## config.mk

```make
export PLATFORM = sky130hd
export DESIGN_NAME = ufb_channel
export DESIGN_NICKNAME = d
export VERILOG_FILES = /design/src/core/ufb_pkg.sv /design/src/core/ufb_sync.sv /design/src/core/ufb_baud.sv /design/src/core/ufb_channel.sv
export SDC_FILE = /design/constraint.sdc
export NUM_CORES = 1
export LEC_CHECK = 0
export BUFFER_PORTS_ARGS = -buffer_cell sky130_fd_sc_hd__buf_4
export CAP_MARGIN = 20
export CORE_ASPECT_RATIO = 0.75
export CORE_MARGIN = 4
export CORE_UTILIZATION = 45
export CTS_BUF_LIST = sky130_fd_sc_hd__clkbuf_4 sky130_fd_sc_hd__clkbuf_8
export DETAILED_ROUTE_END_ITERATION = 8
export PLACE_DENSITY_LB_ADDON = 0.15
export RECOVER_POWER = 50
export SETUP_SLACK_MARGIN = 0.02
export SYNTH_ARGS = -nofsm -noshare
export SYNTH_HDL_FRONTEND = slang
export SYNTH_SLANG_ARGS = --single-unit
```

## constraint.sdc

```tcl
create_clock -name core_clk_in -period 4.5 [get_ports core_clk_in]
set_input_delay 0.45 -clock core_clk_in [delete_from_list [all_inputs] [get_ports core_clk_in]]
set_output_delay 0.45 -clock core_clk_in [all_outputs]
set_load 0.05 [all_outputs]
```

## src/core/ufb_pkg.sv

```systemverilog
// package: register map, fields, reset values and carriers
`default_nettype none
package ufb_pkg;

    // =====================================================================
    // register offsets on the 3-bit host address
    localparam logic [2:0] OFS_DIV_LO      = 3'h0;
    localparam logic [2:0] OFS_DIV_HI      = 3'h1;
    localparam logic [2:0] OFS_FIFO_CTRL   = 3'h2;
    localparam logic [2:0] OFS_DIV_FRAC    = 3'h2;
    localparam logic [2:0] OFS_LINE_CTRL   = 3'h3;
    localparam logic [2:0] OFS_MODEM_CTRL  = 3'h4;
    localparam logic [2:0] OFS_LINE_STATUS = 3'h5;

    // =====================================================================
    // field positions
    localparam int FCR_FIFO_EN_BIT   = 0;
    localparam int FCR_BLOCK_BIT     = 3;
    localparam int LCR_DIV_ACCESS    = 7;
    localparam int MCR_PRESCALE_BIT  = 7;
    localparam int FRAC_LSB          = 0;
    localparam int FRAC_W            = 4;
    localparam int SAMP_LSB          = 4;
    localparam int LSR_RX_AVAIL_BIT  = 0;
    localparam int LSR_THR_EMPTY_BIT = 5;

    // =====================================================================
    // reset values
    localparam logic [7:0] DIV_LO_RST  = 8'h01;
    localparam logic [7:0] DIV_HI_RST  = 8'h00;
    localparam logic [7:0] DIV_FRAC_RST = 8'h00;
    localparam logic [7:0] FCR_RST     = 8'h00;
    localparam logic [7:0] LCR_RST     = 8'h00;
    localparam logic [7:0] MCR_RST     = 8'h00;
    localparam logic [7:0] FRAC_MASK   = 8'h3F;

    // =====================================================================
    // counts
    localparam int LVL_W            = 6;
    localparam int PRESCALE_DIV4    = 4;
    localparam int STRAP_SETTLE     = 4;
    localparam int BIT_PERIODS_16X  = 16;
    localparam int BIT_PERIODS_8X   = 8;
    localparam int BIT_PERIODS_4X   = 4;
    localparam int FRAC_STEPS       = 16;

    typedef enum logic [1:0] {
        SAMP_16X = 2'b00,
        SAMP_8X  = 2'b01,
        SAMP_4X  = 2'b10,
        SAMP_RSV = 2'b11
    } ufb_samp_t;

    // occupancy and trigger state from the fifo/holding logic
    typedef struct packed {
        logic [LVL_W-1:0] rx_level;
        logic [LVL_W-1:0] tx_level;
        logic             rx_above_trig;
        logic             rx_trig_reached;
        logic             rx_timeout;
        logic             tx_above_trig;
        logic             rx_hold_full;
        logic             tx_hold_full;
    } ufb_fifo_stat_t;

    // baud generator settings
    typedef struct packed {
        logic [15:0]      div_int;
        logic [FRAC_W-1:0] div_frac;
        ufb_samp_t        samp;
        logic             prescale4;
    } ufb_baud_cfg_t;

endpackage
`default_nettype wire

```

## src/core/ufb_sync.sv

```systemverilog
// module: three-stage input synchroniser with agreement filter
`default_nettype none
module ufb_sync #(
    parameter int                 W   = 1,
    parameter logic [W-1:0]       RST = '0
) (
    input  wire logic         core_clk_in,
    input  wire logic         sys_rst_in,
    input  wire logic [W-1:0] async_in,
    output logic      [W-1:0] sync_out
);

    // =====================================================================
    // stages
    logic [W-1:0] s1_reg;
    logic [W-1:0] s2_reg;
    logic [W-1:0] s3_reg;
    logic [W-1:0] out_reg;
    logic [W-1:0] out_next;

    // a change only counts once the last two stages agree
    assign out_next = (s2_reg == s3_reg) ? s3_reg : out_reg;
    assign sync_out = out_reg;

    always_ff @(posedge core_clk_in or posedge sys_rst_in)
    begin
        if (sys_rst_in)
        begin
            s1_reg  <= RST;
            s2_reg  <= RST;
            s3_reg  <= RST;
            out_reg <= RST;
        end
        else
        begin
            s1_reg  <= async_in;
            s2_reg  <= s1_reg;
            s3_reg  <= s2_reg;
            out_reg <= out_next;
        end
    end

endmodule
`default_nettype wire

```

## src/core/ufb_baud.sv

```systemverilog
// module: prescaler, fractional baud generator and bit timing
`default_nettype none
module ufb_baud (
    input  wire logic                   core_clk_in,
    input  wire logic                   sys_rst_in,
    input  wire ufb_pkg::ufb_baud_cfg_t cfg_in,
    output logic                        sample_tick_out,
    output logic                        bit_tick_out
);

    // =====================================================================
    // prescaler
    logic [1:0]  pre_reg;
    logic [1:0]  pre_next;
    wire         pre_tick = !cfg_in.prescale4 || (pre_reg == 2'(ufb_pkg::PRESCALE_DIV4 - 1));
    assign pre_next = pre_tick ? 2'h0 : pre_reg + 2'h1;

    // =====================================================================
    // fractional divider in sixteenths; zero integer part held at one
    logic [20:0] acc_reg;
    logic [20:0] acc_next;
    wire  [15:0] div_int_eff = (cfg_in.div_int == 16'h0000) ? 16'h0001 : cfg_in.div_int;
    wire  [20:0] div_16ths   = {1'b0, div_int_eff, cfg_in.div_frac};
    wire  [20:0] acc_add     = acc_reg + 21'(ufb_pkg::FRAC_STEPS);
    wire         samp_hit    = pre_tick && (acc_add >= div_16ths);
    // odd fractions spread remainder across periods; 8X bits jitter by 1/16 here
    assign acc_next = !pre_tick ? acc_reg : (samp_hit ? acc_add - div_16ths : acc_add);

    // =====================================================================
    // bit timing: 16, 8 or 4 sampling periods per bit
    logic [4:0]  samp_cnt_reg;
    logic [4:0]  samp_cnt_next;
    wire  [4:0]  bit_len = (cfg_in.samp == ufb_pkg::SAMP_8X) ? 5'(ufb_pkg::BIT_PERIODS_8X) :
                           (cfg_in.samp == ufb_pkg::SAMP_4X) ? 5'(ufb_pkg::BIT_PERIODS_4X) :
                           5'(ufb_pkg::BIT_PERIODS_16X);
    wire         bit_hit = samp_hit && (samp_cnt_reg >= bit_len - 5'h01);
    assign samp_cnt_next = !samp_hit ? samp_cnt_reg : (bit_hit ? 5'h00 : samp_cnt_reg + 5'h01);

    logic samp_tick_reg;
    logic bit_tick_reg;
    assign sample_tick_out = samp_tick_reg;
    assign bit_tick_out    = bit_tick_reg;

    always_ff @(posedge core_clk_in or posedge sys_rst_in)
    begin
        if (sys_rst_in)
        begin
            pre_reg       <= 2'h0;
            acc_reg       <= 21'h000000;
            samp_cnt_reg  <= 5'h00;
            samp_tick_reg <= 1'b0;
            bit_tick_reg  <= 1'b0;
        end
        else
        begin
            pre_reg       <= pre_next;
            acc_reg       <= acc_next;
            samp_cnt_reg  <= samp_cnt_next;
            samp_tick_reg <= samp_hit;
            bit_tick_reg  <= bit_hit;
        end
    end

endmodule
`default_nettype wire

```

## src/core/ufb_channel.sv

```systemverilog
// module: one channel's ready/interrupt pins, divisor registers and host port
`default_nettype none
// Behaviour
// - no fifo: tx int low while holding full
// - block mode: tx int low above trigger
// - no fifo: rx int high with byte held
// - fifo: rx int follows above-trigger state
// - fifo-control bit selects block transfer mode
// - no fifo: ready pins follow holding registers
// - single mode: rx ready nonempty, tx empty
// - block rx ready: fall trigger/timeout, rise empty
// - block tx ready low unless fifo full
// - oscillator clocks baud, sync and registers; reads need it
// - modem-control bit seven divides input by four
// - divisor one to 65535 15/16 in sixteenths
// - reset divisor is exactly one
// - integer divisor from low and high bytes
// - low four fraction bits give n/16
// - fraction bits 5:4 select 16X/8X/4X
// - sampling clock shared; 8X/4X raise rate
// - 8X odd fraction allows 1/16 jitter
// - strap pin presets prescaler, software overrides
// - bit lasts 16, 8 or 4 samples
module ufb_channel #(
    parameter int FIFO_DEPTH = 32
) (
    input  wire logic                    core_clk_in,
    input  wire logic                    sys_rst_in,
    input  wire logic                    bus_cs_n_in,
    input  wire logic                    bus_rd_n_in,
    input  wire logic                    bus_wr_n_in,
    input  wire logic [2:0]              bus_addr_in,
    input  wire logic [7:0]              bus_data_in,
    output logic      [7:0]              bus_data_out,
    output logic                         bus_data_oe_out,
    input  wire logic                    prescale_select_pin_in,
    input  wire ufb_pkg::ufb_fifo_stat_t fifo_stat_in,
    output logic                         int_tx_out,
    output logic                         int_rx_out,
    output logic                         int_out,
    output logic                         rx_ready_n_out,
    output logic                         tx_ready_n_out,
    output logic                         fifo_enable_out,
    output logic                         block_mode_out,
    output logic                         sample_tick_out,
    output logic                         bit_tick_out
);

    // =====================================================================
    // host strobe synchronisation
    logic [13:0] bus_sync;
    ufb_sync #(
        .W   (14),
        .RST (14'h3800)
    ) u_bus_sync (
        .core_clk_in (core_clk_in),
        .sys_rst_in  (sys_rst_in),
        .async_in    ({bus_cs_n_in, bus_rd_n_in, bus_wr_n_in, bus_addr_in, bus_data_in}),
        .sync_out    (bus_sync)
    );

    logic strap_sync;
    ufb_sync #(
        .W   (1),
        .RST (1'b0)
    ) u_strap_sync (
        .core_clk_in (core_clk_in),
        .sys_rst_in  (sys_rst_in),
        .async_in    (prescale_select_pin_in),
        .sync_out    (strap_sync)
    );

    wire       s_cs_n = bus_sync[13];
    wire       s_wr_n = bus_sync[11];
    wire [2:0] s_addr = bus_sync[10:8];
    wire [7:0] s_data = bus_sync[7:0];

    logic wr_act_reg;
    wire  wr_act  = !s_cs_n && !s_wr_n;
    // commit on the strobe's trailing edge, address and data settled
    wire  wr_done = wr_act_reg && !wr_act;

    // =====================================================================
    // registers
    logic [7:0] div_lo_reg;
    logic [7:0] div_hi_reg;
    logic [7:0] div_frac_reg;
    logic [7:0] fcr_reg;
    logic [7:0] lcr_reg;
    logic [7:0] mcr_reg;
    logic [2:0] wr_addr_reg;
    logic [7:0] wr_data_reg;

    wire div_access = lcr_reg[ufb_pkg::LCR_DIV_ACCESS];

    wire wr_div_lo  = wr_done && div_access && (wr_addr_reg == ufb_pkg::OFS_DIV_LO);
    wire wr_div_hi  = wr_done && div_access && (wr_addr_reg == ufb_pkg::OFS_DIV_HI);
    wire wr_div_frc = wr_done && div_access && (wr_addr_reg == ufb_pkg::OFS_DIV_FRAC);
    wire wr_fcr     = wr_done && !div_access && (wr_addr_reg == ufb_pkg::OFS_FIFO_CTRL);
    wire wr_lcr     = wr_done && (wr_addr_reg == ufb_pkg::OFS_LINE_CTRL);
    wire wr_mcr     = wr_done && (wr_addr_reg == ufb_pkg::OFS_MODEM_CTRL);

    wire [7:0] div_lo_next   = wr_div_lo ? wr_data_reg : div_lo_reg;
    wire [7:0] div_hi_next   = wr_div_hi ? wr_data_reg : div_hi_reg;
    wire [7:0] div_frac_next = wr_div_frc ? (wr_data_reg & ufb_pkg::FRAC_MASK) : div_frac_reg;
    wire [7:0] fcr_next      = wr_fcr ? wr_data_reg : fcr_reg;
    wire [7:0] lcr_next      = wr_lcr ? wr_data_reg : lcr_reg;

    // =====================================================================
    // prescaler strap: caught once after reset release, later writes win
    logic [2:0] strap_cnt_reg;
    logic       strap_done_reg;
    wire        strap_load = !strap_done_reg && (strap_cnt_reg == 3'(ufb_pkg::STRAP_SETTLE));
    wire [2:0]  strap_cnt_next = strap_done_reg ? strap_cnt_reg : strap_cnt_reg + 3'h1;
    logic [7:0] mcr_next;
    always_comb
    begin
        mcr_next = mcr_reg;
        if (strap_load)
        begin
            mcr_next[ufb_pkg::MCR_PRESCALE_BIT] = strap_sync;
        end
        if (wr_mcr)
        begin
            mcr_next = wr_data_reg;
        end
    end

    // =====================================================================
    // mode decode
    wire fifo_en  = fcr_reg[ufb_pkg::FCR_FIFO_EN_BIT];
    wire blk_mode = fifo_en && fcr_reg[ufb_pkg::FCR_BLOCK_BIT];

    wire [ufb_pkg::LVL_W-1:0] depth_lvl = ufb_pkg::LVL_W'(FIFO_DEPTH);
    wire rx_empty = (fifo_stat_in.rx_level == '0);
    wire tx_empty = (fifo_stat_in.tx_level == '0);
    wire tx_full  = (fifo_stat_in.tx_level >= depth_lvl);

    // =====================================================================
    // interrupt levels
    logic int_tx_next;
    logic int_rx_next;
    always_comb
    begin
        if (!fifo_en)
        begin
            int_tx_next = !fifo_stat_in.tx_hold_full;
            int_rx_next = fifo_stat_in.rx_hold_full;
        end
        else
        begin
            // non-block tx level unspecified; tx fifo empty chosen
            int_tx_next = blk_mode ? !fifo_stat_in.tx_above_trig : tx_empty;
            int_rx_next = fifo_stat_in.rx_above_trig;
        end
    end

    // =====================================================================
    // ready pins
    logic rx_rdy_n_next;
    logic tx_rdy_n_next;
    always_comb
    begin
        if (!fifo_en)
        begin
            rx_rdy_n_next = !fifo_stat_in.rx_hold_full;
            tx_rdy_n_next = fifo_stat_in.tx_hold_full;
        end
        else if (!blk_mode)
        begin
            rx_rdy_n_next = rx_empty;
            tx_rdy_n_next = !tx_empty;
        end
        else
        begin
            // latched: trigger beats empty in one cycle
            rx_rdy_n_next = rx_ready_n_out;
            if (rx_empty)
            begin
                rx_rdy_n_next = 1'b1;
            end
            if (fifo_stat_in.rx_trig_reached || fifo_stat_in.rx_timeout)
            begin
                rx_rdy_n_next = 1'b0;
            end
            tx_rdy_n_next = tx_full;
        end
    end

    // =====================================================================
    // read mux; address is synchronised and read data registered,
    // so reads need oscillator edges, as refreshes do
    logic [7:0] lsr_view;
    always_comb
    begin
        lsr_view = 8'h00;
        lsr_view[ufb_pkg::LSR_RX_AVAIL_BIT]  = fifo_en ? !rx_empty : fifo_stat_in.rx_hold_full;
        lsr_view[ufb_pkg::LSR_THR_EMPTY_BIT] = fifo_en ? tx_empty : !fifo_stat_in.tx_hold_full;
    end

    logic [7:0] rd_next;
    always_comb
    begin
        case (s_addr)
            ufb_pkg::OFS_DIV_LO:      rd_next = div_access ? div_lo_reg : 8'h00;
            ufb_pkg::OFS_DIV_HI:      rd_next = div_access ? div_hi_reg : 8'h00;
            ufb_pkg::OFS_DIV_FRAC:    rd_next = div_access ? div_frac_reg : fcr_reg;
            ufb_pkg::OFS_LINE_CTRL:   rd_next = lcr_reg;
            ufb_pkg::OFS_MODEM_CTRL:  rd_next = mcr_reg;
            ufb_pkg::OFS_LINE_STATUS: rd_next = lsr_view;
            default:                  rd_next = 8'h00;
        endcase
    end

    logic [7:0] rd_data_reg;
    assign bus_data_out    = rd_data_reg;
    assign bus_data_oe_out = !bus_cs_n_in && !bus_rd_n_in;

    // =====================================================================
    // baud generator
    ufb_pkg::ufb_baud_cfg_t baud_cfg;
    assign baud_cfg.div_int   = {div_hi_reg, div_lo_reg};
    assign baud_cfg.div_frac  = div_frac_reg[ufb_pkg::FRAC_LSB +: ufb_pkg::FRAC_W];
    assign baud_cfg.samp      = ufb_pkg::ufb_samp_t'(div_frac_reg[ufb_pkg::SAMP_LSB +: 2]);
    assign baud_cfg.prescale4 = mcr_reg[ufb_pkg::MCR_PRESCALE_BIT];

    ufb_baud u_baud (
        .core_clk_in     (core_clk_in),
        .sys_rst_in      (sys_rst_in),
        .cfg_in          (baud_cfg),
        .sample_tick_out (sample_tick_out),
        .bit_tick_out    (bit_tick_out)
    );

    // =====================================================================
    // output and state flops
    logic int_tx_reg;
    logic int_rx_reg;
    logic rx_rdy_n_reg;
    logic tx_rdy_n_reg;

    assign int_tx_out      = int_tx_reg;
    assign int_rx_out      = int_rx_reg;
    assign int_out         = int_tx_reg || int_rx_reg;
    assign rx_ready_n_out  = rx_rdy_n_reg;
    assign tx_ready_n_out  = tx_rdy_n_reg;
    assign fifo_enable_out = fifo_en;
    assign block_mode_out  = blk_mode;

    always_ff @(posedge core_clk_in or posedge sys_rst_in)
    begin
        if (sys_rst_in)
        begin
            div_lo_reg     <= ufb_pkg::DIV_LO_RST;
            div_hi_reg     <= ufb_pkg::DIV_HI_RST;
            div_frac_reg   <= ufb_pkg::DIV_FRAC_RST;
            fcr_reg        <= ufb_pkg::FCR_RST;
            lcr_reg        <= ufb_pkg::LCR_RST;
            mcr_reg        <= ufb_pkg::MCR_RST;
            strap_cnt_reg  <= 3'h0;
            strap_done_reg <= 1'b0;
            wr_act_reg     <= 1'b0;
            wr_addr_reg    <= 3'h0;
            wr_data_reg    <= 8'h00;
            rd_data_reg    <= 8'h00;
            int_tx_reg     <= 1'b1;
            int_rx_reg     <= 1'b0;
            rx_rdy_n_reg   <= 1'b1;
            tx_rdy_n_reg   <= 1'b0;
        end
        else
        begin
            div_lo_reg     <= div_lo_next;
            div_hi_reg     <= div_hi_next;
            div_frac_reg   <= div_frac_next;
            fcr_reg        <= fcr_next;
            lcr_reg        <= lcr_next;
            mcr_reg        <= mcr_next;
            strap_cnt_reg  <= strap_cnt_next;
            strap_done_reg <= strap_done_reg || strap_load;
            wr_act_reg     <= wr_act;
            wr_addr_reg    <= wr_act ? s_addr : wr_addr_reg;
            wr_data_reg    <= wr_act ? s_data : wr_data_reg;
            rd_data_reg    <= rd_next;
            int_tx_reg     <= int_tx_next;
            int_rx_reg     <= int_rx_next;
            rx_rdy_n_reg   <= rx_rdy_n_next;
            tx_rdy_n_reg   <= tx_rdy_n_next;
        end
    end

endmodule
`default_nettype wire

```

==> results.txt <==
- No sink is reached through more buffers than the 2 on the longest clock path.
- Of the synthesized area, sequential elements account for about half.
- Synthesized netlist net count: roughly 800
* Power Density: around 570 nW/um^2
- Main synth FF type: dfrtp_1
- Number of max-slew violations in the final report: between 150 and 200
* Area of the die: approximately 20000 sq um
- In this run, synthesis inferred 0 flip-flops with an integrated enable.
- Data on the critical path arrives at its endpoint at 4.47 ns.
- Sorting the synthesized cells by how often they occur yields dfrtp_1 (149), mux2_2 (68), nand2_1 (55).
- H-tree Lvls: 4
- Max-Slew Margin vs Limit: -20.2%
* Routed wl met2: 7550 microns
* Routed WL: roughly 18000 microns
* Number of vias in the routed layout: ~5700
- Among cell families on the critical path, the largest total delay comes from simple AND/OR/NAND/NOR gates.
* Nets: approximately 840
- Cell type contributing the most total cell area after synthesis: dfrtp_1
- Of the post-synthesis cell area, the dominant cell type holds between 40 and 50%.
- Category of the worst setup path launch point: flop
* Cell Chain, Critical Path: ha_1, and3_1, nand3_1, nor2_1, nand3_1, xnor2_1, ha_1, a21o_1, a221o_1, nor3_1, a21oi_2, o221a_2, or3_1
* Remaining routing DRC violations: 0
- Maximum fanout along the worst path: 15
* Clock Skews: about 0.013 ns
- Final HPWL DP: ~13000 microns
- Counting tap cells, the placed design contains a total of between 900 and 1000 instances.
- From synthesis to final layout, the design area changed by 13.2%.
* Outcome: finished with violations
* Largest cells by area after synthesis: dfrtp_1 (47%), mux2_2 (9.6%), dfstp_2 (4.6%), ha_1 (4.4%), xnor2_1 (3.1%)
* Setup Crit Path Kind: flop to flop
- The core region is approximately 17000 sq um.
- Hold Path Class: primary input to flop
- The initial utilization of the core area, before any placement, comes to between 40% and 50%.
- The worst register-to-register path has a setup slack of 0.37 ns.
* Most numerous cell in the Yosys netlist: dfrtp_1
* Wire length per cell after detailed routing: 17.8 microns
- Port buffering added 52 buffers.
- The final reports fail on capacitance limit, slew limit.
- For the pin with the worst max-slew slack, the measured transition is between 1.5 and 2 ns.
- Antenna cells: 0
- Clock slew at the register clock pins of the worst setup and hold paths: around 0.10 ns
* Height of the die: around 120 microns
- Post-route insts no fill: 1026
- After detailed routing, the number of vias per cell comes to approximately 5.5.
* Achievable frequency: between 200 and 250 MHz
- In this run the critical register-to-register path is launched from u_baud.acc_reg[4].
* Post-synthesis instance area: 8010 sq um
* GRT overflow: 0
- For this run, the slowest stage of the critical path takes 0.44 ns.
* Wire length the detailed router placed on met1: 9310 microns
- At the later pin of the worst-skew pair, clock insertion delay measures around 0.45 ns.
* 1st-pass router iterations: 5
* Final Power: between 5000 and 6000 uW
- Final TNS setup: 0 ns
- Post-route fraction of the period consumed by the critical path: 91.8%
- Number of CTS-inserted buffers: 17
- The routed design could run at a clock period as short as around 4.1 ns.
* Largest vdd supply drop: between 0.2 and 0.3 mV
- The worst setup path is captured at a flop.
* Fraction of registers with async set or reset after synthesis: between 90% and 100%
- Cells fill a little over half of the core in the end.
- After the first detailed-routing iteration, the DRC count stood at ~370.
- Cells with a size suffix above 1 make up 23.4% of the layout.
- FF+latch count, synth: between 150 and 200
- The number of buffers and inverters on the critical path is 0.
- Syn_area_per_cell: ~11 sq um
- GRT Resource Usage Total: 19.0%
- Endpoints failing hold: 0
- Via count of the first global-routing pass: ~5600
- The register with the most flip-flops in the layout has 21 of them.
* TritonCTS clock tree: built
- The number of different library cells used by synthesis comes to about 70.
- The congestion estimate from routability-driven global placement came to around 0.92.
- Number of standard cells after synthesis: between 700 and 800
- Metal3 WL: between 1000 and 1500 microns
- Initial antenna violation count: 0
* Length in cells of the worst reg-to-reg path: 13
* Number of I/O pins: 53
- Entering global routing, the biggest net connects about 130 pins.
* Final hold slack: 0.0714 ns
- Along the worst hold path, the cell count comes to 1.
* Highest metal layer with signal wires: met4
- Row count: ~40
- Data required time of the worst path: 4.84 ns
* Number of hold-repair buffers added at the cts stage: 0
* Number of synthesis warnings: 0
- Endpoint of the worst hold-timing path: u_bus_sync.s1_reg[13]
- The endpoint identified for the worst register-to-register timing path is u_baud.acc_reg[20].
* First-pass GRT wire length: approximately 30000 microns
- Final setup violating endpoints: 0
- Setup repair after global routing missed its margin: no
- Count of maximum capacitance violations: 2
- The analysis attributes to cell leakage a power of roughly 0.004 uW.
- Die span in x: approximately 160 microns
- CP max-delay cell: dfrtp_1
- Sink Count: 163
* HP Start: bus_cs_n_in
* Cell at the root of the clock tree: clkbuf_8
- Post-DRT Antenna Nets: 0
## cells in the final DEF (no fill, tap or decap), types with 5 or more instances in the layout
cell type,instances
o211ai_1,8
inv_8,5
nor4_1,7
nand2_1,55
clkbuf_4,17
dfstp_2,10
o31ai_1,5
xnor2_1,28
buf_4,40
a21o_1,11
clkbuf_1,5
and2_1,9
dfrtp_1,149
and3_1,12
inv_1,35
mux2i_1,17
xor2_1,18
nor2_1,44
o21ai_0,26
nand4_1,8
a21oi_1,27
ha_1,28
nand2b_1,8
nor3_1,20
nor2b_1,10
clkbuf_8,18
nand3_1,18
mux2_2,68
a31oi_1,9
## worst register-to-register path: stages (launching register included)
cell and delay [ns]:
dfrtp_1 0.44, ha_1 0.29, and3_1 0.30, nand3_1 0.29, nor2_1 0.28, nand3_1 0.13, xnor2_1 0.16, ha_1 0.40
a21o_1 0.21, a221o_1 0.37, nor3_1 0.36, a21oi_2 0.24, o221a_2 0.22, or3_1 0.34
## kinds of logic (layout without fill, tap and decap cells)
family | Yosys count | in the layout | synth area share (%)
and+or+nand+nor | 209 | 209 | 13.2
DFF | 163 | 163 | 51.1
AOI/OAI and AO/OA | 127 | 127 | 11.0
muxes | 85 | 85 | 11.7
buffers and inverters | 64 | 130 | 3.19
xor gates and xnor gates | 46 | 46 | 5.03
adders and majority gates | 30 | 30 | 4.75
## where the power goes
group	leakage [uW]	switching, uW	internal (uW)	total [uW]
clock network	0.000217	621	492	1110
logic	0.00183	1340	913	2250
registers	0.00207	159	1610	1770
total	0.00412	2120	3020	5130
## repair_timing
item / 4_1_cts / 5_1_grt
setup endpoints to repair: 0 / 9
gates resized for setup: 0 / 2
setup buffers: 0 / 0
## layout make-up
| class | instances | area, sq um |
|---|---|---|
| Timing Repair Buffer | 62 | 447 |
| Clock buffer | 18 | 248 |
| Inverter | 36 | 136 |
| Sequential cell | 163 | 4100 |
| Multi-Input combinational cell | 497 | 3660 |
| Tap cell | 236 | 295 |
| Fill cell | 1531 | 8070 |
| Clock inverter | 14 | 179 |
## metal layers
layer,vias up,track usage [%]
li1,2679,-
met3,19,4.93
met1,2785,29.4
met5,-,0
met2,167,26.3
met4,0,4.70
## through the flow
| stage | setup WS (ns) | cell area, sq um |
|---|---|---|
| global placement | 0.471 | 8660 |
| global route | 0.0228 | 9060 |
| floorplan | 0.936 | 8010 |
| CTS | 0.345 | 9080 |
| finish | 0.370 | 9060 |
| detailed placement | 0.363 | 8660 |
## how the worst max path moves through the flow
stage | start | to | cells past startpoint
detailed placement | u_baud.acc_reg[4] | u_baud.acc_reg[1] | 12
floorplan | u_baud.acc_reg[4] | u_baud.acc_reg[1] | 13
CTS | u_baud.acc_reg[4] | u_baud.acc_reg[6] | 14
finish | u_baud.acc_reg[4] | u_baud.acc_reg[20] | 13
global route | u_baud.acc_reg[4] | u_baud.acc_reg[20] | 13
global placement | u_baud.acc_reg[4] | u_baud.acc_reg[1] | 12
(Power assumes the default switching activity.)
